## config.mk

```make
export PLATFORM = sky130hd
export DESIGN_NAME = oms_mgmt_ctrl
export DESIGN_NICKNAME = d
export VERILOG_FILES = /design/src/inc/oms_pkg.sv /design/src/hdl/oms_sync.sv /design/src/hdl/oms_flag_latch.sv /design/src/hdl/oms_mgmt_ctrl.sv
export SDC_FILE = /design/constraint.sdc
export NUM_CORES = 1
export LEC_CHECK = 0
export BUFFER_PORTS_ARGS = -buffer_cell sky130_fd_sc_hd__buf_2
export CORE_UTILIZATION = 40
export DETAILED_ROUTE_END_ITERATION = 7
export SLEW_MARGIN = 20
export SYNTH_ARGS = -nofsm -noshare
export SYNTH_HDL_FRONTEND = slang
export SYNTH_HIERARCHICAL = 1
export SYNTH_SLANG_ARGS = --single-unit
```

## constraint.sdc

```tcl
create_clock -name MCLK -period 2.6 [get_ports MCLK]
set_clock_uncertainty 0.05 [all_clocks]
set_input_delay 0 -clock MCLK [delete_from_list [all_inputs] [get_ports MCLK]]
set_output_delay 0 -clock MCLK [all_outputs]
set_load 0.03 [all_outputs]
```

## src/inc/oms_pkg.sv

```systemverilog
package oms_pkg;

  // clock and timing
  localparam int CLK_KHZ       = 125000;
  localparam int RST_PULSE_NS  = 2000;
  localparam int RST_PULSE_CYC = (RST_PULSE_NS * CLK_KHZ + 999999) / 1000000;
  localparam int INIT_TIME_MS  = 2000;
  localparam int INIT_CYC      = INIT_TIME_MS * CLK_KHZ;
  localparam int LOW_POWER_SELECT_US     = 100;
  localparam int LOW_POWER_SELECT_CYC    = LOW_POWER_SELECT_US * CLK_KHZ / 1000;
  localparam int INT_OFF_US    = 500;
  localparam int INT_OFF_CYC   = INT_OFF_US * CLK_KHZ / 1000;

  // two-wire slave address, 7 bits
  localparam logic [6:0] DEV_ADDR_DEF = 7'h50;

  // register offsets
  localparam logic [7:0] ADR_INT_STATUS = 8'h02;
  localparam logic [7:0] ADR_LOS_FLAGS  = 8'h03;
  localparam logic [7:0] ADR_FAULT      = 8'h04;
  localparam logic [7:0] ADR_TX_DIS     = 8'h56;
  localparam logic [7:0] ADR_LOS_MASK   = 8'h64;
  localparam logic [7:0] ADR_FAULT_MASK = 8'h65;
  localparam logic [7:0] ADR_PAGE_SEL   = 8'h7F;
  localparam logic [7:0] ADR_SQ_DIS     = 8'hF0;
  localparam logic [7:0] ADR_RX_DIS     = 8'hF1;
  localparam logic [7:0] UPPER_BASE     = 8'h80;
  localparam logic [7:0] PAGE_CTRL      = 8'h03;

  // field positions in the interrupt status byte
  localparam int BIT_INIT_PENDING = 0;
  localparam int BIT_INT_MIRROR   = 1;

  // reset values
  localparam logic [7:0] CTRL_RST = 8'h00;
  localparam logic [3:0] LANE_RST = 4'h0;

  // sideband sync idle levels: scl, sda, select_n, reset_n, lp
  localparam logic [4:0] SYNC_INIT = 5'h1E;

  typedef enum logic [2:0] {
    ST_IDLE = 3'h0,
    ST_ADDR = 3'h1,
    ST_AACK = 3'h3,
    ST_WR   = 3'h2,
    ST_WACK = 3'h6,
    ST_RD   = 3'h7,
    ST_RACK = 3'h5
  } oms_twi_state_t;

endpackage

```

## src/hdl/oms_sync.sv

```systemverilog
`timescale 1ns/1ps
module oms_sync #(
  parameter int           W    = 1,
  parameter logic [W-1:0] INIT = '0
) (
  // clock and reset
  input  wire logic         clk,
  input  wire logic         rst_n,
  // asynchronous levels in, filtered levels out
  input  wire logic [W-1:0] din,
  output logic      [W-1:0] dout
);

  logic [W-1:0] s1_ff;
  logic [W-1:0] s2_ff;
  logic [W-1:0] s3_ff;
  logic [W-1:0] agree;

  // s1 feeds s2 only; the filter looks at s2 and s3
  assign agree = ~(s2_ff ^ s3_ff);

  always_ff @(posedge clk) begin
    if (!rst_n) begin
      s1_ff <= INIT;
      s2_ff <= INIT;
      s3_ff <= INIT;
      dout  <= INIT;
    end else begin
      s1_ff <= din;
      s2_ff <= s1_ff;
      s3_ff <= s2_ff;
      dout  <= (agree & s3_ff) | (~agree & dout);
    end
  end

endmodule

```

## src/hdl/oms_flag_latch.sv

```systemverilog
`timescale 1ns/1ps
module oms_flag_latch #(
  parameter int W = 8
) (
  // clock and reset
  input  wire logic         clk,
  input  wire logic         srst,
  // condition levels and read clear
  input  wire logic [W-1:0] set,
  input  wire logic         clr_rd,
  output logic      [W-1:0] q
);

  // a condition present during the clearing read keeps its flag
  always_ff @(posedge clk) begin
    if (srst) begin
      q <= '0;
    end else begin
      q <= (q & ~{W{clr_rd}}) | set;
    end
  end

endmodule

```

## src/hdl/oms_mgmt_ctrl.sv

```systemverilog
`timescale 1ns/1ps
module oms_mgmt_ctrl #(
  parameter int         INIT_CYCLES = oms_pkg::INIT_CYC,
  parameter logic [6:0] DEV_ADDR    = oms_pkg::DEV_ADDR_DEF
) (
  // clock and power-on reset
  input  wire logic       MCLK,
  input  wire logic       RSTN,
  // two-wire bus
  input  wire logic       SCL_I,
  input  wire logic       SDA_I,
  output logic            SDA_O,
  output logic            SDA_OE_N,
  // sideband pins
  input  wire logic       MODULE_SELECT_N,
  input  wire logic       MODULE_RESET_N,
  input  wire logic       LOW_POWER_SELECT,
  output logic            MODULE_PRESENT_N,
  output logic            INTERRUPT_N_O,
  output logic            INTERRUPT_N_OE_N,
  // lane status from the optics
  input  wire logic [1:0] RX_LOS_OPT,
  input  wire logic [3:0] TX_LOS,
  input  wire logic [3:0] TX_FAULT,
  // lane controls to the optics
  output logic      [1:0] OPT_TX_DISABLE,
  output logic      [3:0] RX_OUT_DISABLE,
  output logic      [3:0] TX_SQUELCH_EN,
  output logic      [3:0] RX_SQUELCH_EN,
  output logic            LOW_POWER_MODE,
  output logic            HS_ENABLE
);

  localparam int INIT_W = $clog2(INIT_CYCLES + 1);

  logic [4:0]             sync_q;
  logic                   scl_s;
  logic                   sda_s;
  logic                   sel_n_s;
  logic                   rst_s;
  logic                   lp_s;
  logic                   scl_d_ff;
  logic                   sda_d_ff;
  logic                   scl_rise;
  logic                   scl_fall;
  logic                   start_det;
  logic                   stop_det;
  logic [8:0]             rstpin_cnt_ff;
  logic                   soft_rst_ff;
  logic                   ctrl_rst;
  logic [INIT_W-1:0]      init_cnt_ff;
  logic                   init_pending_ff;
  logic                   init_done_ff;
  oms_pkg::oms_twi_state_t state_ff;
  logic [3:0]             bit_cnt_ff;
  logic [7:0]             shreg_ff;
  logic [7:0]             tx_ff;
  logic                   rw_ff;
  logic                   first_ff;
  logic                   sda_oe_n_ff;
  logic [7:0]             ptr_ff;
  logic [7:0]             page_ff;
  logic [3:0]             tx_dis_ff;
  logic [7:0]             sq_dis_ff;
  logic [3:0]             rx_dis_ff;
  logic [7:0]             los_mask_ff;
  logic [3:0]             fault_mask_ff;
  logic [7:0]             los_q;
  logic [3:0]             fault_q;
  logic [3:0]             rx_los_lane;
  logic                   int_ff;
  logic                   nxt_int;
  logic                   rd_load;
  logic                   wr_strobe;
  logic                   ptr_load;
  logic [7:0]             rd_data;

  // upper addresses only decode on the control page
  function automatic logic addr_hit(input logic [7:0] ptr, input logic [7:0] page,
                                    input logic [7:0] target);
    addr_hit = (ptr == target) && (target < oms_pkg::UPPER_BASE || page == oms_pkg::PAGE_CTRL);
  endfunction

  oms_sync #(
    .W    (5),
    .INIT (oms_pkg::SYNC_INIT)
  ) u_sync (
    .clk   (MCLK),
    .rst_n (RSTN),
    .din   ({SCL_I, SDA_I, MODULE_SELECT_N, MODULE_RESET_N, LOW_POWER_SELECT}),
    .dout  (sync_q)
  );

  assign scl_s   = sync_q[4];
  assign sda_s   = sync_q[3];
  assign sel_n_s = sync_q[2]; // idle level high: deselected until driven
  assign rst_s   = sync_q[1];
  assign lp_s    = sync_q[0];

  always_ff @(posedge MCLK) begin
    if (!RSTN) begin
      scl_d_ff <= 1'b1;
      sda_d_ff <= 1'b1;
    end else begin
      scl_d_ff <= scl_s;
      sda_d_ff <= sda_s;
    end
  end

  assign scl_rise  = scl_s & ~scl_d_ff;
  assign scl_fall  = ~scl_s & scl_d_ff;
  assign start_det = scl_s & scl_d_ff & sda_d_ff & ~sda_s;
  assign stop_det  = scl_s & scl_d_ff & ~sda_d_ff & sda_s;

  // reset pin qualifier: only a pulse past the minimum width counts
  always_ff @(posedge MCLK) begin
    if (!RSTN || rst_s) begin
      rstpin_cnt_ff <= '0;
      soft_rst_ff   <= 1'b0;
    end else if (rstpin_cnt_ff != 9'(oms_pkg::RST_PULSE_CYC)) begin
      rstpin_cnt_ff <= rstpin_cnt_ff + 9'h001;
    end else begin
      soft_rst_ff   <= 1'b1;
    end
  end

  assign ctrl_rst = !RSTN || soft_rst_ff; // power loss clears every control

  // init window opens at power-up or reset release and ends with a completion event
  always_ff @(posedge MCLK) begin
    if (ctrl_rst) begin
      init_cnt_ff     <= '0;
      init_pending_ff <= 1'b1;
      init_done_ff    <= 1'b0;
    end else if (init_pending_ff) begin
      if (init_cnt_ff == INIT_W'(INIT_CYCLES - 1)) begin
        init_pending_ff <= 1'b0;
        init_done_ff    <= 1'b1;
      end else begin
        init_cnt_ff <= init_cnt_ff + INIT_W'(1);
      end
    end else if (rd_load && addr_hit(ptr_ff, page_ff, oms_pkg::ADR_INT_STATUS)) begin
      init_done_ff <= 1'b0;
    end
  end

  // two-wire slave
  assign rd_load   = scl_fall && ((state_ff == oms_pkg::ST_AACK && rw_ff)
                                  || state_ff == oms_pkg::ST_RACK);
  assign wr_strobe = scl_fall && state_ff == oms_pkg::ST_WR && bit_cnt_ff == 4'h8 && !first_ff;
  assign ptr_load  = scl_fall && state_ff == oms_pkg::ST_WR && bit_cnt_ff == 4'h8 && first_ff;

  always_ff @(posedge MCLK) begin
    if (!RSTN || soft_rst_ff || sel_n_s) begin
      state_ff    <= oms_pkg::ST_IDLE; // deselected: no answer, no acknowledge
      sda_oe_n_ff <= 1'b1;
      bit_cnt_ff  <= 4'h0;
      shreg_ff    <= 8'h00;
      tx_ff       <= 8'h00;
      rw_ff       <= 1'b0;
      first_ff    <= 1'b0;
    end else if (start_det) begin
      state_ff    <= oms_pkg::ST_ADDR;
      sda_oe_n_ff <= 1'b1;
      bit_cnt_ff  <= 4'h0;
    end else if (stop_det) begin
      state_ff    <= oms_pkg::ST_IDLE;
      sda_oe_n_ff <= 1'b1;
    end else begin
      unique case (state_ff)
        oms_pkg::ST_IDLE: begin
        end
        oms_pkg::ST_ADDR, oms_pkg::ST_WR: begin
          if (scl_rise) begin
            shreg_ff   <= {shreg_ff[6:0], sda_s};
            bit_cnt_ff <= bit_cnt_ff + 4'h1;
          end else if (scl_fall && bit_cnt_ff == 4'h8) begin
            bit_cnt_ff <= 4'h0;
            if (state_ff == oms_pkg::ST_WR) begin
              state_ff    <= oms_pkg::ST_WACK;
              sda_oe_n_ff <= 1'b0;
            end else if (shreg_ff[7:1] == DEV_ADDR) begin
              state_ff    <= oms_pkg::ST_AACK;
              rw_ff       <= shreg_ff[0];
              sda_oe_n_ff <= 1'b0;
            end else begin
              state_ff <= oms_pkg::ST_IDLE;
            end
          end
        end
        oms_pkg::ST_AACK: begin
          if (scl_fall) begin
            if (rw_ff) begin
              state_ff    <= oms_pkg::ST_RD;
              tx_ff       <= rd_data;
              sda_oe_n_ff <= rd_data[7];
            end else begin
              state_ff    <= oms_pkg::ST_WR;
              first_ff    <= 1'b1;
              sda_oe_n_ff <= 1'b1;
            end
          end
        end
        oms_pkg::ST_WACK: begin
          if (scl_fall) begin
            state_ff    <= oms_pkg::ST_WR;
            first_ff    <= 1'b0;
            sda_oe_n_ff <= 1'b1;
          end
        end
        oms_pkg::ST_RD: begin
          if (scl_rise) begin
            bit_cnt_ff <= bit_cnt_ff + 4'h1;
          end else if (scl_fall) begin
            if (bit_cnt_ff == 4'h8) begin
              state_ff    <= oms_pkg::ST_RACK;
              bit_cnt_ff  <= 4'h0;
              sda_oe_n_ff <= 1'b1;
            end else begin
              tx_ff       <= {tx_ff[6:0], 1'b0};
              sda_oe_n_ff <= tx_ff[6];
            end
          end
        end
        oms_pkg::ST_RACK: begin
          if (scl_rise && sda_s) begin
            state_ff <= oms_pkg::ST_IDLE;
          end else if (scl_fall) begin
            state_ff    <= oms_pkg::ST_RD;
            tx_ff       <= rd_data;
            sda_oe_n_ff <= rd_data[7];
          end
        end
        default: begin
          state_ff    <= oms_pkg::ST_IDLE;
          sda_oe_n_ff <= 1'b1;
        end
      endcase
    end
  end

  // byte pointer auto-increments after every data byte
  always_ff @(posedge MCLK) begin
    if (ctrl_rst) begin
      ptr_ff <= 8'h00;
    end else if (ptr_load) begin
      ptr_ff <= shreg_ff;
    end else if (rd_load || wr_strobe) begin
      ptr_ff <= ptr_ff + 8'h01;
    end
  end

  // soft controls; low power select leaves them untouched
  always_ff @(posedge MCLK) begin
    if (ctrl_rst) begin
      page_ff       <= oms_pkg::CTRL_RST;
      tx_dis_ff     <= oms_pkg::LANE_RST;
      sq_dis_ff     <= oms_pkg::CTRL_RST; // squelch active by default
      rx_dis_ff     <= oms_pkg::LANE_RST;
      los_mask_ff   <= oms_pkg::CTRL_RST;
      fault_mask_ff <= oms_pkg::LANE_RST;
    end else if (wr_strobe) begin
      if (addr_hit(ptr_ff, page_ff, oms_pkg::ADR_PAGE_SEL))
        page_ff <= shreg_ff;
      if (addr_hit(ptr_ff, page_ff, oms_pkg::ADR_TX_DIS))
        tx_dis_ff <= shreg_ff[3:0];
      if (addr_hit(ptr_ff, page_ff, oms_pkg::ADR_SQ_DIS))
        sq_dis_ff <= shreg_ff;
      if (addr_hit(ptr_ff, page_ff, oms_pkg::ADR_RX_DIS))
        rx_dis_ff <= shreg_ff[7:4];
      if (addr_hit(ptr_ff, page_ff, oms_pkg::ADR_LOS_MASK))
        los_mask_ff <= shreg_ff;
      if (addr_hit(ptr_ff, page_ff, oms_pkg::ADR_FAULT_MASK))
        fault_mask_ff <= shreg_ff[3:0];
    end
  end

  always_comb begin
    rd_data = 8'h00;
    if (addr_hit(ptr_ff, page_ff, oms_pkg::ADR_INT_STATUS)) begin
      rd_data[oms_pkg::BIT_INIT_PENDING] = init_pending_ff;
      rd_data[oms_pkg::BIT_INT_MIRROR]   = int_ff;
    end
    if (addr_hit(ptr_ff, page_ff, oms_pkg::ADR_LOS_FLAGS))
      rd_data = los_q;
    if (addr_hit(ptr_ff, page_ff, oms_pkg::ADR_FAULT))
      rd_data = {4'h0, fault_q};
    if (addr_hit(ptr_ff, page_ff, oms_pkg::ADR_TX_DIS))
      rd_data = {4'h0, tx_dis_ff};
    if (addr_hit(ptr_ff, page_ff, oms_pkg::ADR_SQ_DIS))
      rd_data = sq_dis_ff;
    if (addr_hit(ptr_ff, page_ff, oms_pkg::ADR_RX_DIS))
      rd_data = {rx_dis_ff, 4'h0};
    if (addr_hit(ptr_ff, page_ff, oms_pkg::ADR_LOS_MASK))
      rd_data = los_mask_ff;
    if (addr_hit(ptr_ff, page_ff, oms_pkg::ADR_FAULT_MASK))
      rd_data = {4'h0, fault_mask_ff};
    if (addr_hit(ptr_ff, page_ff, oms_pkg::ADR_PAGE_SEL))
      rd_data = page_ff;
  end

  // each 20G optical receiver reports on both electrical lanes it carries
  assign rx_los_lane = {RX_LOS_OPT[1], RX_LOS_OPT[1], RX_LOS_OPT[0], RX_LOS_OPT[0]};

  oms_flag_latch #(
    .W (8)
  ) u_los (
    .clk    (MCLK),
    .srst   (ctrl_rst),
    .set    ({TX_LOS, rx_los_lane}),
    .clr_rd (rd_load && addr_hit(ptr_ff, page_ff, oms_pkg::ADR_LOS_FLAGS)),
    .q      (los_q)
  );

  oms_flag_latch #(
    .W (4)
  ) u_fault (
    .clk    (MCLK),
    .srst   (ctrl_rst),
    .set    (TX_FAULT),
    .clr_rd (rd_load && addr_hit(ptr_ff, page_ff, oms_pkg::ADR_FAULT)),
    .q      (fault_q)
  );

  // masks act on the next cycle, far inside the allowed time
  assign nxt_int = init_done_ff || |(los_q & ~los_mask_ff)
                   || |(fault_q & ~fault_mask_ff);

  always_ff @(posedge MCLK) begin
    if (!RSTN) begin
      int_ff <= 1'b0;
    end else begin
      int_ff <= nxt_int;
    end
  end

  // registered lane and power outputs
  always_ff @(posedge MCLK) begin
    if (ctrl_rst) begin
      OPT_TX_DISABLE <= 2'h0;
      RX_OUT_DISABLE <= 4'h0;
      TX_SQUELCH_EN  <= 4'hF;
      RX_SQUELCH_EN  <= 4'hF;
      LOW_POWER_MODE <= 1'b0;
      HS_ENABLE      <= 1'b0;
    end else begin
      OPT_TX_DISABLE <= {|tx_dis_ff[3:2], |tx_dis_ff[1:0]};
      RX_OUT_DISABLE <= rx_dis_ff;
      TX_SQUELCH_EN  <= ~sq_dis_ff[3:0];
      RX_SQUELCH_EN  <= ~sq_dis_ff[7:4];
      LOW_POWER_MODE <= lp_s;
      HS_ENABLE      <= !lp_s && !init_pending_ff;
    end
  end

  // open-drain: drive low only, float for high
  assign SDA_O            = 1'b0;
  assign SDA_OE_N         = sda_oe_n_ff;
  assign INTERRUPT_N_O    = 1'b0;
  assign INTERRUPT_N_OE_N = !int_ff;
  assign MODULE_PRESENT_N = 1'b0;
endmodule

```

## After elaboration in Yosys (flattened, before gate mapping)

Index checks and enable logic that the tools add are counted.

| cells by class | value |
|---|---|
| add/sub/neg operators | 4 |
| equality and inequality tests | 47 |
| mux-type cells | 62 |
| bitwise gates (word level) | 35 |
| reduce and logical (&&, ||, !) cells | 55 |

Operator list:

| kind | count |
|---|---|
| 2-to-1 mux 8 bit | 10 |
| 2-to-1 mux 7 bit | 7 |
| 2-to-1 mux 3 bit | 11 |
| == test 8 x 7 -> 1 bit, second input constant | 4 |
| adder 28 x 1 -> 28 bit, second input constant | 1 |
| == test 28 bit, second input constant | 1 |
| != test 4 bit, second input constant | 7 |
| == test 8 x 2 -> 1 bit, second input constant | 3 |
| != test 2 bit, second input constant | 12 |
| 2-to-1 mux 1 bit | 22 |
| case mux 7 bit (3 select lines) | 1 |
| 2-to-1 mux 4 bit | 5 |
| AND reduction 10 bit | 2 |
| case mux 3 bit (6 select lines) | 1 |
| AND reduction 9 bit | 2 |
| bitwise AND 8 bit | 2 |
| == test 8 bit, second input constant | 2 |
| inverter 4 bit | 4 |
| inverter 8 bit | 2 |
| AND reduction 2 bit | 8 |
| != test 3 bit, second input constant | 5 |
| logical AND 1 bit | 14 |
| bitwise AND 5 bit | 2 |
| inverter 1 bit | 10 |
| 37 further kinds | 65 |

| storage, ports and cells | value |
|---|---|
| register bits after elaboration | 160 |
| word-level logic and storage cells | 238 |

## Logic depth before layout (Yosys ltp)

Gate-level depths: netlist of run 1.

| depth | value |
|---|---|
| depth after elaboration | 13 |
| mapped depth | 10 |
| mapped depth without buffers | 8 |

## By module

Netlist of run 1, hierarchy kept.

By module, submodules not included:

| module | times used | cells each | area each (um^2) | sequential area each (um^2) |
|---|---|---|---|---|
| oms_mgmt_ctrl | 1 | 775 | 6,346.1 | 2,562.5 |
| oms_sync | 1 | 52 | 585.6 | 400.4 |
| oms_flag_latch (u_los) | 1 | 33 | 304.0 | 160.2 |
| oms_flag_latch (u_fault) | 1 | 16 | 140.1 | 80.1 |

## Worst setup path before layout of run 1

No wires, ideal clock.

| timing path | value |
|---|---|
| kind | reg-to-reg |
| start | reg ptr_ff[2] |
| end | reg tx_ff[4] |
| setup time | 115 ps |
| data arrival time | 1,977 ps |
| data required time | 2,435 ps |
| slack | 458 ps |
| stages on the path, launching flop included | 7 |
| path buffers | 1 |
| cell sequence | dfxtp_1 or4_4 or4_1 buf_2 o221ai_1 o211ai_1 and3_1 |

| between the ends | value |
|---|---|
| word-level cells in the longest chain between the ends | 12 |
| elaborated cells between the ends (all ways) | 23 |

RTL lines:

| element | RTL line | RTL |
|---|---|---|
| from (decl) | oms_mgmt_ctrl.sv:61 | `logic [7:0] ptr_ff;` |
| from (signal assigned) | oms_mgmt_ctrl.sv:247 | `ptr_ff <= shreg_ff;` |
| from (signal assigned) | oms_mgmt_ctrl.sv:249 | `ptr_ff <= ptr_ff + 8'h01;` |
| == test 8 x 2 -> 1 bit | oms_mgmt_ctrl.sv:81 | `addr_hit = (ptr == target) && (target < oms_pkg::UPPER_BASE \|\| page == oms_pkg::PAGE_CTRL);` |
| 2-to-1 mux 8 bit | oms_mgmt_ctrl.sv:284 | `if (addr_hit(ptr_ff, page_ff, oms_pkg::ADR_LOS_FLAGS))` |
| 2-to-1 mux 8 bit | oms_mgmt_ctrl.sv:286 | `if (addr_hit(ptr_ff, page_ff, oms_pkg::ADR_FAULT))` |
| 2-to-1 mux 8 bit | oms_mgmt_ctrl.sv:288 | `if (addr_hit(ptr_ff, page_ff, oms_pkg::ADR_TX_DIS))` |
| 2-to-1 mux 8 bit | oms_mgmt_ctrl.sv:290 | `if (addr_hit(ptr_ff, page_ff, oms_pkg::ADR_SQ_DIS))` |
| 2-to-1 mux 8 bit | oms_mgmt_ctrl.sv:292 | `if (addr_hit(ptr_ff, page_ff, oms_pkg::ADR_RX_DIS))` |
| 2-to-1 mux 8 bit | oms_mgmt_ctrl.sv:294 | `if (addr_hit(ptr_ff, page_ff, oms_pkg::ADR_LOS_MASK))` |
| 2-to-1 mux 8 bit | oms_mgmt_ctrl.sv:296 | `if (addr_hit(ptr_ff, page_ff, oms_pkg::ADR_FAULT_MASK))` |
| 2-to-1 mux 8 bit * | oms_mgmt_ctrl.sv:298 | `if (addr_hit(ptr_ff, page_ff, oms_pkg::ADR_PAGE_SEL))` |
| 2-to-1 mux 7 bit, on equally long branches | oms_mgmt_ctrl.sv:228, oms_mgmt_ctrl.sv:193 |  |
| 2-to-1 mux 7 bit, on equally long branches | oms_mgmt_ctrl.sv:226, oms_mgmt_ctrl.sv:192 |  |
| case mux 7 bit (3 select lines) * | oms_mgmt_ctrl.sv:170 | `unique case (state_ff)` |
| to (signal assigned) | oms_mgmt_ctrl.sv:195 | `tx_ff <= rd_data;` |
| to (signal assigned) | oms_mgmt_ctrl.sv:220 | `tx_ff <= {tx_ff[6:0], 1'b0};` |
| to (signal assigned) | oms_mgmt_ctrl.sv:230 | `tx_ff <= rd_data;` |
| to (decl) | oms_mgmt_ctrl.sv:57 | `logic [7:0] tx_ff;` |

Mark *: on every way between the ends. The rest lies on a longest branch, timed or not. The select of a mux whose other input is x is not followed.
A chain may end at the register's enable or synchronous reset.

## Final worst setup path of run 1

| timing path | value |
|---|---|
| start | reg ptr_ff[7] |
| end | reg tx_ff[2] |

The elaborated chain is that of the path after synthesis.

==> metrics, run 1 <==
Clock Latency Late Sink=between 0.4 and 0.5 ns; CP Class=reg -> reg; I/O Pins=38; Slew HR=between 30% and 40%; Synth Area in XOR/XNOR=under 10%; min Tclk post-route=~2.4 ns; Critical Path Sink Type=flop; Synth cell types=76; CP Launch Type=flop; Pre-antenna DRT Iters=5; first-pass GRT wire length=approximately 30 mm; Num CTS Buffers=17; Core Rows=49; Placer Congestion=~0.98; Max Cap Viol=0; root buf cell=clkbuf_16; drc violations=0; mux cell area share after synthesis=4.26%; CP required=about 2.9 ns; via density per instance=~5.5; Bufs on Longest Clock Path=2; hpwl dp=between 10 and 15 mm; Hold Slack=~0.28 ns; post-synthesis adder-cell area fraction=~2.2%; Setup TNS=0 ns; via count=roughly 6400; starting density of the core=about two fifths; Tightest Pin Transition=between 0.9 and 1 ns; status=finished, final reports clean; Die Ht=138 um; Area Growth Syn to Fin=18.4%; Synth Warn #=6; Avg WL per Cell=~16 um; htree depth=4; area leader, netlist=dfxtp_1; Post-Synth Simple-Gate Area=26.1%; post-route ant nets=0; share of the synthesized area in the top cell type=43.4%; top_reg_cell synth=dfxtp_1; share of layout cells above drive strength 1=roughly 13%; EDFF count, synth=0; CTS tree=done; worst path arrival time=2.64 ns; fin area=just under 9000 sq um; Register-to-Register Setup Slack=between 0.2 and 0.25 ns; top post-synthesis cells by count=dfxtp_1 (160), nor2_1 (97), nand2_1 (82); Mapped Cells=around 900; worst min path class=in -> reg; Final Cycle Share=91.2%; unrepaired setup endpoints after global routing=false; hold endpoint=u_sync/s1_ff[0]; Synth Register Bits=160; dpl cell area=between 7000 and 8000 sq um; Crit Reg-Reg Startpoint=ptr_ff[7]; CP Max Fanout=8; FMAX=between 400 and 500 MHz; compound-cell area share of the yosys netlist=between 10% and 20%; core area=approximately 18000 sq um; Worst IR Drop VDD=around 0.00046 V; hold depth=3; Synth Cell Area=between 7000 and 8000 sq um; total global-route track usage=approximately a fifth; DRT iter0 DRCs=~770; port bufs=34; fin. max-slew vios=0; clk sink count=160; Clock transition at path regs=0.07 ns; R2R depth=5; Resized cells post-CTS=0; pwr/cell area=~600 nW/um^2; Setup-failing EPs final=0; main combinational cell family by area after synthesis=simple AND/OR/NAND/NOR gates; Post-synth ARST share=0%; synthesized area per cell=approximately 8.4 sq um; GRT overflow=0; largest net degree at the start of global routing=a little under 90; Nets=~970; post-synthesis sequential area ratio=a little over two fifths; Filler Cell Count=1752; top cells by area, synth=dfxtp_1 (43%), nor2_1 (4.9%), a21oi_1 (4.5%); RR Endpoint=tx_ff[2]; initial antenna violation count=0; n_diodes=0; worst min-delay path startpoint=LOW_POWER_SELECT; DIE AREA=between 15000 and 20000 sq um; vias in the first global route=about 5800; Reg area=around 3200 sq um; Leak=around 3.3 nW; final wirelength=about 19 mm; Die X=approximately 140 um; Final Hold Viols=0; area of the multi-input gates=between 3000 and 4000 sq um; most numerous cell in the Yosys netlist=dfxtp_1
-- metrics by stage --
step	util, %	total power, mW	worst slack (ns)	std cells
2_1_floorplan	-	2.63	0.458	878
3_3_place_gp	43.9	2.67	0.265	1130
3_5_place_dp	43.9	2.67	0.259	1130
4_1_cts	48.4	5.26	0.259	1182
5_1_grt	48.4	5.37	0.0954	1182
6_report	48.4	5.20	0.228	1182
-- report_power, final --
group | total, mW | switching [mW] | internal [mW]
Clock | 2.57 | 1.18 | 1.39
Combinational | 0.130 | 0.0719 | 0.0582
Sequential | 2.50 | 0.0241 | 2.48
-- cell type report --
class,count,share of cell area [%]
inverters,42,1.81
clock inverters,15,2.21
repair buffers,91,7.42
well taps,229,3.28
clock buffers,17,4.87
flip-flops and latches,160,36.7
multi-input cells,628,43.7
-- placed cells by master (no fill, tap or decap), types with 6 or more instances in the layout --
master,n
a211oi_1,9
clkbuf_16,17
a21oi_1,66
buf_2,34
and4_1,6
and3_1,10
nand3_1,50
xnor2_1,13
or3_1,6
xor2_1,24
nand4_1,16
o22ai_1,10
ha_1,12
inv_1,41
nor4_1,6
buf_4,37
dlygate4sd3_1,20
o21ai_0,31
nor3_1,17
nor2_1,97
o211ai_1,6
a221oi_1,6
nand2_1,82
nand2b_1,32
dfxtp_1,160
mux2i_1,28
and2_1,14
-- cells by family (layout without fill, tap and decap cells) --
| group | after synthesis | in the layout |
|---|---|---|
| buffers and inverters | 90 | 165 |
| adder cells (fa/ha/maj) | 13 | 13 |
| AND/OR/NAND/NOR | 371 | 371 |
| XOR/XNOR | 37 | 37 |
| AO/OA/AOI/OAI | 173 | 173 |
| other | 1 | 3 |
| flip-flops | 160 | 160 |
| multiplexers | 31 | 31 |
-- how the worst max path moves through the flow --
stage	start	endpoint
final	ptr_ff[7]	tx_ff[2]
after global routing	bit_cnt_ff[0]	ptr_ff[4]
after CTS	ptr_ff[7]	SDA_OE_N
after detailed placement	ptr_ff[7]	SDA_OE_N
after global placement	ptr_ff[7]	SDA_OE_N
after floorplan	ptr_ff[2]	tx_ff[4]
-- routing by layer --
layer / part of all wire, % / routed length (um) / track usage (%) / vias to the layer above
met1: 47 / 9100 / 29.5 / 3007
li1: - / - / - / 3199
met4: 1.5 / 287 / 6.76 / 0
met5: 0 / 0 / 0 / -
met2: 45 / 8580 / 32.3 / 209
met3: 6.4 / 1230 / 4.89 / 28
-- sequential cells by signal (all words and copies together) (netlist names), 3 cells and up, named ones only --
register        count
TX_SQUELCH_EN       4
los_mask_ff         8
RX_OUT_DISABLE      4
state_ff            3
fault_mask_ff       4
RX_SQUELCH_EN       4
tx_ff               7
u_sync/s1_ff        5
tx_dis_ff           4
rstpin_cnt_ff       9
ptr_ff              8
page_ff             8
rx_dis_ff           4
shreg_ff            8
u_los/q             8
u_sync/s3_ff        5
u_fault/q           4
sq_dis_ff           8
init_cnt_ff        28
u_sync/s2_ff        5
bit_cnt_ff          4
-- critical path, stage by stage (launching register included) --
cell and delay (ns):
dfxtp_1 0.38, or4_1 0.61, nor4b_4 0.49, a222oi_1 0.19, a211o_1 0.29, a221oi_1 0.26
-- repair_timing --
item,CTS,global route
buffers inserted,0,0
hold buffers,20,0
endpoints found under the hold margin,32,0
Power figures use the tool's default switching activity.
==> run 2: changes to the inputs <==
--- a/config.mk
+++ b/config.mk
@@ -6,8 +6,10 @@
 export NUM_CORES = 1
 export LEC_CHECK = 0
 export BUFFER_PORTS_ARGS = -buffer_cell sky130_fd_sc_hd__buf_2
-export CORE_UTILIZATION = 40
+export CORE_UTILIZATION = 51
 export DETAILED_ROUTE_END_ITERATION = 7
+export HOLD_SLACK_MARGIN = 0.15
+export PLACE_DENSITY = 0.68
 export SLEW_MARGIN = 20
 export SYNTH_ARGS = -nofsm -noshare
 export SYNTH_HDL_FRONTEND = slang
==> metrics, run 2 (synthesized netlist as in run 1, its figures left out) <==
Placer Congestion=0.916; via count=~6500; Hold Slack=roughly 0.30 ns; Bufs on Longest Clock Path=2; Clock Latency Late Sink=0.43 ns; Area Growth Syn to Fin=16.0%; Clock transition at path regs=0.07 ns; post-route ant nets=0; biggest regs=init_cnt_ff: 28 flops, rstpin_cnt_ff: 9 flops; commonest non-fill, non-tap cell in the layout=dfxtp_1; CTS tree=done; pre-CTS WS=between 0.2 and 0.25 ns; fin. max-slew vios=0; Filler Cell Count=between 1000 and 1500; initial antenna violation count=0; status=finished, final reports clean; Critical Path Sink Type=flop; Final Cycle Share=between 90% and 100%; Final Hold Viols=0; drc violations=0; hpwl dp=approximately 13 mm; final wirelength=19.2 mm; clk sink count=160; Final Non-Filler Cells=roughly 1100; worst min path class=in -> reg; Tightest Pin Transition=slightly above 1 ns; largest net degree at the start of global routing=87; via density per instance=slightly below 6; CP required=around 2.9 ns; fin area=between 8000 and 9000 sq um; core area=around 14000 sq um; dpl cell area=just under 8000 sq um; port bufs=34; CP Max Fanout=20; share of layout cells above drive strength 1=11.8%; FMAX=between 400 and 500 MHz; vias in the first global route=about 6200; unrepaired setup endpoints after global routing=false; DIE AREA=about 15000 sq um; Final Util=roughly three fifths; Nets=960; Resized cells post-CTS=0; GRT overflow=0; starting density of the core=a little over half; CP Class=reg -> reg; pwr/cell area=around 590 nW/um^2; first-pass GRT wire length=30.9 mm; Setup-failing EPs final=0; commonest cells after routing, fill and taps aside=dfxtp_1 (160), nor2_1 (97), nand2_1 (82); Num CTS Buffers=17; min Tclk post-route=between 2 and 2.5 ns; Core Rows=between 40 and 50; placed insts=1071; Leak=about 3.2 nW; worst path arrival time=roughly 2.7 ns; CP Launch Type=flop; Avg WL per Cell=17.1 um; htree depth=4; Pre-antenna DRT Iters=7; Max Cap Viol=0; n_diodes=0; I/O Pins=38; total power=5.03 mW; Die X=about 120 um; Biggest register=init_cnt_ff; Setup TNS=0 ns; root buf cell=clkbuf_16; total global-route track usage=between 20 and 30%; Final WS setup=around 0.15 ns; Largest register FFs=28; DRT iter0 DRCs=between 600 and 700; Worst IR Drop VDD=~0.00057 V; Die Ht=roughly 120 um; Slew HR=a little under a third
## run 2: cell type report
| class | count | area (sq um) | area share [%] |
|---|---|---|---|
| Inverter | 42 | 158 | 1.84 |
| Tap cell | 180 | 225 | 2.63 |
| Clock inverter | 14 | 135 | 1.58 |
| Sequential cell | 160 | 3200 | 37.4 |
| Timing Repair Buffer | 82 | 596 | 6.96 |
| Clock buffer | 17 | 425 | 4.97 |
| Multi-Input combinational cell | 628 | 3820 | 44.6 |
## run 2: repair_timing
item / CTS / global route
endpoints found under the hold margin: 35 / 0
setup buffers: 0 / 0
hold buffers: 21 / 0
## run 2: metal layers
| metal | wire, um | vias up | part of all wire [%] | GRT usage [%] |
|---|---|---|---|---|
| met2 | 9090 | 192 | 47 | 43.4 |
| met5 | 0 | - | 0 | 0 |
| met4 | 418 | 0 | 2.2 | 11.4 |
| li1 | - | 3174 | - | - |
| met1 | 8660 | 3085 | 45 | 33.5 |
| met3 | 1020 | 37 | 5.3 | 7.11 |
## run 2: worst paths after layout
path,from,to,slack [ns],depth (start not counted)
worst max-delay path,state_ff[1],ptr_ff[6],0.15,6
worst min register to register,sq_dis_ff[1],TX_SQUELCH_EN[1],0.36,1
worst max register to register,state_ff[1],ptr_ff[6],0.15,6
worst min-delay path,TX_FAULT[1],u_fault/q[1],0.30,4
## run 2: critical path: stages (launching register included)
cell and delay (ns):
dfxtp_1 0.73, nand3b_1 0.18, a21oi_1 0.58, nor2_1 0.24
nor3_1 0.25, xnor2_1 0.10, a211oi_1 0.22
## run 2: power breakdown
group / internal [mW] / switching (mW) / total (mW)
combinational: 0.0592 / 0.0752 / 0.134
sequential: 2.48 / 0.0231 / 2.50
clock: 1.33 / 1.06 / 2.39
==> run 3: changes to the inputs <==
--- a/config.mk
+++ b/config.mk
@@ -5,6 +5,7 @@
 export SDC_FILE = /design/constraint.sdc
 export NUM_CORES = 1
 export LEC_CHECK = 0
+export ABC_AREA = 1
 export BUFFER_PORTS_ARGS = -buffer_cell sky130_fd_sc_hd__buf_2
 export CORE_UTILIZATION = 51
 export DETAILED_ROUTE_END_ITERATION = 7
==> metrics, run 3 <==
Mapped Cells=1095; critical path cell sequence=ha_1 -> nand2_1 -> nor4_1 -> nand4_1 -> nand2_2 -> inv_2 -> nand3_1 -> nand2_1 -> a21oi_1; commonest non-fill, non-tap cell in the layout=nand2_1; Worst IR Drop VDD=between 0.0004 and 0.0005 V; commonest cells after routing, fill and taps aside=nand2_1 (237), dfxtp_1 (160), inv_1 (149); synthesized area per cell=between 7 and 8 sq um; root buf cell=clkbuf_16; R2R depth=9; pwr/cell area=around 580 nW/um^2; Post-CTS Hold Buffers=21; worst min path class=in -> reg; first-pass GRT wire length=31.8 mm; Die Ht=between 100 and 150 um; top cells by area, synth=dfxtp_1 (41%), nand2_1 (11%), a21oi_1 (7.2%); Crit path largest cell delay=~0.37 ns; Nets=between 1000 and 1500; EDFF count, synth=0; top post-synthesis cells by count=nand2_1 (237), dfxtp_1 (160), inv_1 (149); Sequential Power Share=just under 50%; Biggest register=init_cnt_ff; CP required=between 2 and 3 ns; core area=about 15000 sq um; Leak=3.54 nW; Clock Power Share=a little under half; min Tclk post-route=2.20 ns; Final Non-Filler Cells=1341; hpwl dp=between 10 and 15 mm; I/O Pins=38; Synth Cell Area=7750 sq um; Max Cap Viol=0; Clock Latency Late Sink=roughly 0.42 ns; Worst path slowest cell=dfxtp_1; Synth Warn #=6; Clock transition at path regs=around 0.06 ns; Resized cells post-CTS=0; Bufs on Longest Clock Path=2; Critical Path Sink Type=flop; largest net degree at the start of global routing=62; Core Rows=44; post-synthesis sequential area ratio=between 40 and 50%; port bufs=34; Num CTS Buffers=17; worst path arrival time=between 2 and 3 ns; htree depth=4; CP Max Fanout=25; GRT overflow=0; Placer Congestion=0.923; status=finished, final reports clean; hold endpoint=u_fault/q[3]; final wirelength=~19 mm; Area Growth Syn to Fin=13.7%; worst min-delay path startpoint=TX_FAULT[3]; initial antenna violation count=0; DIE AREA=~16000 sq um; fin. max-slew vios=0; Largest register FFs=28; share of layout cells above drive strength 1=10.3%; Switching Share=21.4%; CTS tree=done; unrepaired setup endpoints after global routing=false; total power=5.08 mW; Synth cell types=54; Setup TNS=0 ns; share of the synthesized area in the top cell type=approximately two fifths; biggest regs=init_cnt_ff: 28 flops, rstpin_cnt_ff: 9 flops; via density per instance=approximately 5.2; Die X=around 130 um; RR Endpoint=init_cnt_ff[5]; Tightest Pin Transition=roughly 0.67 ns; hold depth=4; most used cell along the critical path=nand2_1; DRT iter0 DRCs=568; starting density of the core=between 50% and 60%; Crit Reg-Reg Startpoint=init_cnt_ff[1]; Post CTS Setup Buffer Count=0; Post-synth ARST share=0%; Final Cycle Share=approximately 85%; most numerous cell in the Yosys netlist=nand2_1; CP Class=reg -> reg; Slew HR=between 50 and 60%; n_diodes=0; vias in the first global route=6429; Setup-failing EPs final=0; Synth Register Bits=160; drc violations=0; FMAX=~450 MHz; Logic pwr share=under 10%; post-route ant nets=0; Register-to-Register Setup Slack=between 0.3 and 0.4 ns; via count=roughly 7000; CP Launch Type=flop; area leader, netlist=dfxtp_1; NetSw=1.09 mW; placed insts=approximately 1300; Avg WL per Cell=about 14 um; Final Util=about three fifths; total global-route track usage=between 20% and 30%; top_reg_cell synth=dfxtp_1; Final Hold Viols=0; internal power=3.99 mW; clk sink count=160; Pre-antenna DRT Iters=6
run 3: cell count changes after synthesis, sizes merged, moves of 28 or more:
cell | previous run | this run
o21ai | 36 | 76
nand2 | 83 | 244
nand2b | 33 | 0
mux2i | 28 | 0
a21oi | 70 | 113
inv | 42 | 164
run 3: area by class of cell:
type                            count  area (sq um)
Tap cell                          184           230
Clock buffer                       21           460
Clock inverter                      9           109
Inverter                          166           626
Multi-Input combinational cell    737          3730
Timing Repair Buffer               64           448
Fill cell                        1373          5890
Sequential cell                   160          3200
run 3: critical path, delay by kind of cell (launching register included):
family / cells / cell delay [ns]
AOI/OAI and AO/OA: 1 / 0.12
adders and majority gates: 1 / 0.24
buffers and inverters: 1 / 0.24
DFF: 1 / 0.37
and+or+nand+nor: 6 / 1.09
run 3: per-stage QoR:
stage	area [sq um]	setup WS, ns	hold WS (ns)
after floorplan	7760	0.796	0.0189
after global placement	8030	0.442	0.118
after detailed placement	8030	0.422	0.124
after CTS	8810	0.410	0.303
after global routing	8810	0.113	0.317
final	8810	0.398	0.308
run 3: worst max-delay path by stage:
stage                              start              end  slack [ns]  depth (start not counted)
after global placement              flop       page_ff[2]        0.44                          9
final                     init_cnt_ff[1]   init_cnt_ff[5]        0.40                          9
after CTS                           flop       page_ff[2]        0.41                          9
after global routing                flop       page_ff[5]        0.11                          9
after floorplan                     flop       page_ff[6]        0.80                         10
after detailed placement  init_cnt_ff[1]  init_cnt_ff[13]        0.42                          8
run 3: kinds of logic after synthesis:
logic type,count (synthesis),synth area share [%]
AO/OA/AOI/OAI,227,16.3
XOR/XNOR,24,2.71
adder cells (fa/ha/maj),12,1.94
buffers and inverters,200,10.6
flip-flops,160,41.3
other,1,0.0484
AND/OR/NAND/NOR,471,27.1
run 3: routing by layer:
layer	track usage [%]	vias up	wire length, um
met2	40.8	202	8740
met4	7.68	0	259
li1	-	3630	-
met5	0	-	0
met3	5.13	25	1070
met1	34.0	3169	9070
run 3: power groups by stage:
stage | Clock, mW | Combinational [mW] | Sequential (mW)
2_1_floorplan | 0 | 0.0858 | 2.55
3_3_place_gp | 0 | 0.115 | 2.55
3_5_place_dp | 0 | 0.116 | 2.55
4_1_cts | 2.47 | 0.141 | 2.50
5_1_grt | 2.57 | 0.159 | 2.50
6_report | 2.44 | 0.141 | 2.50
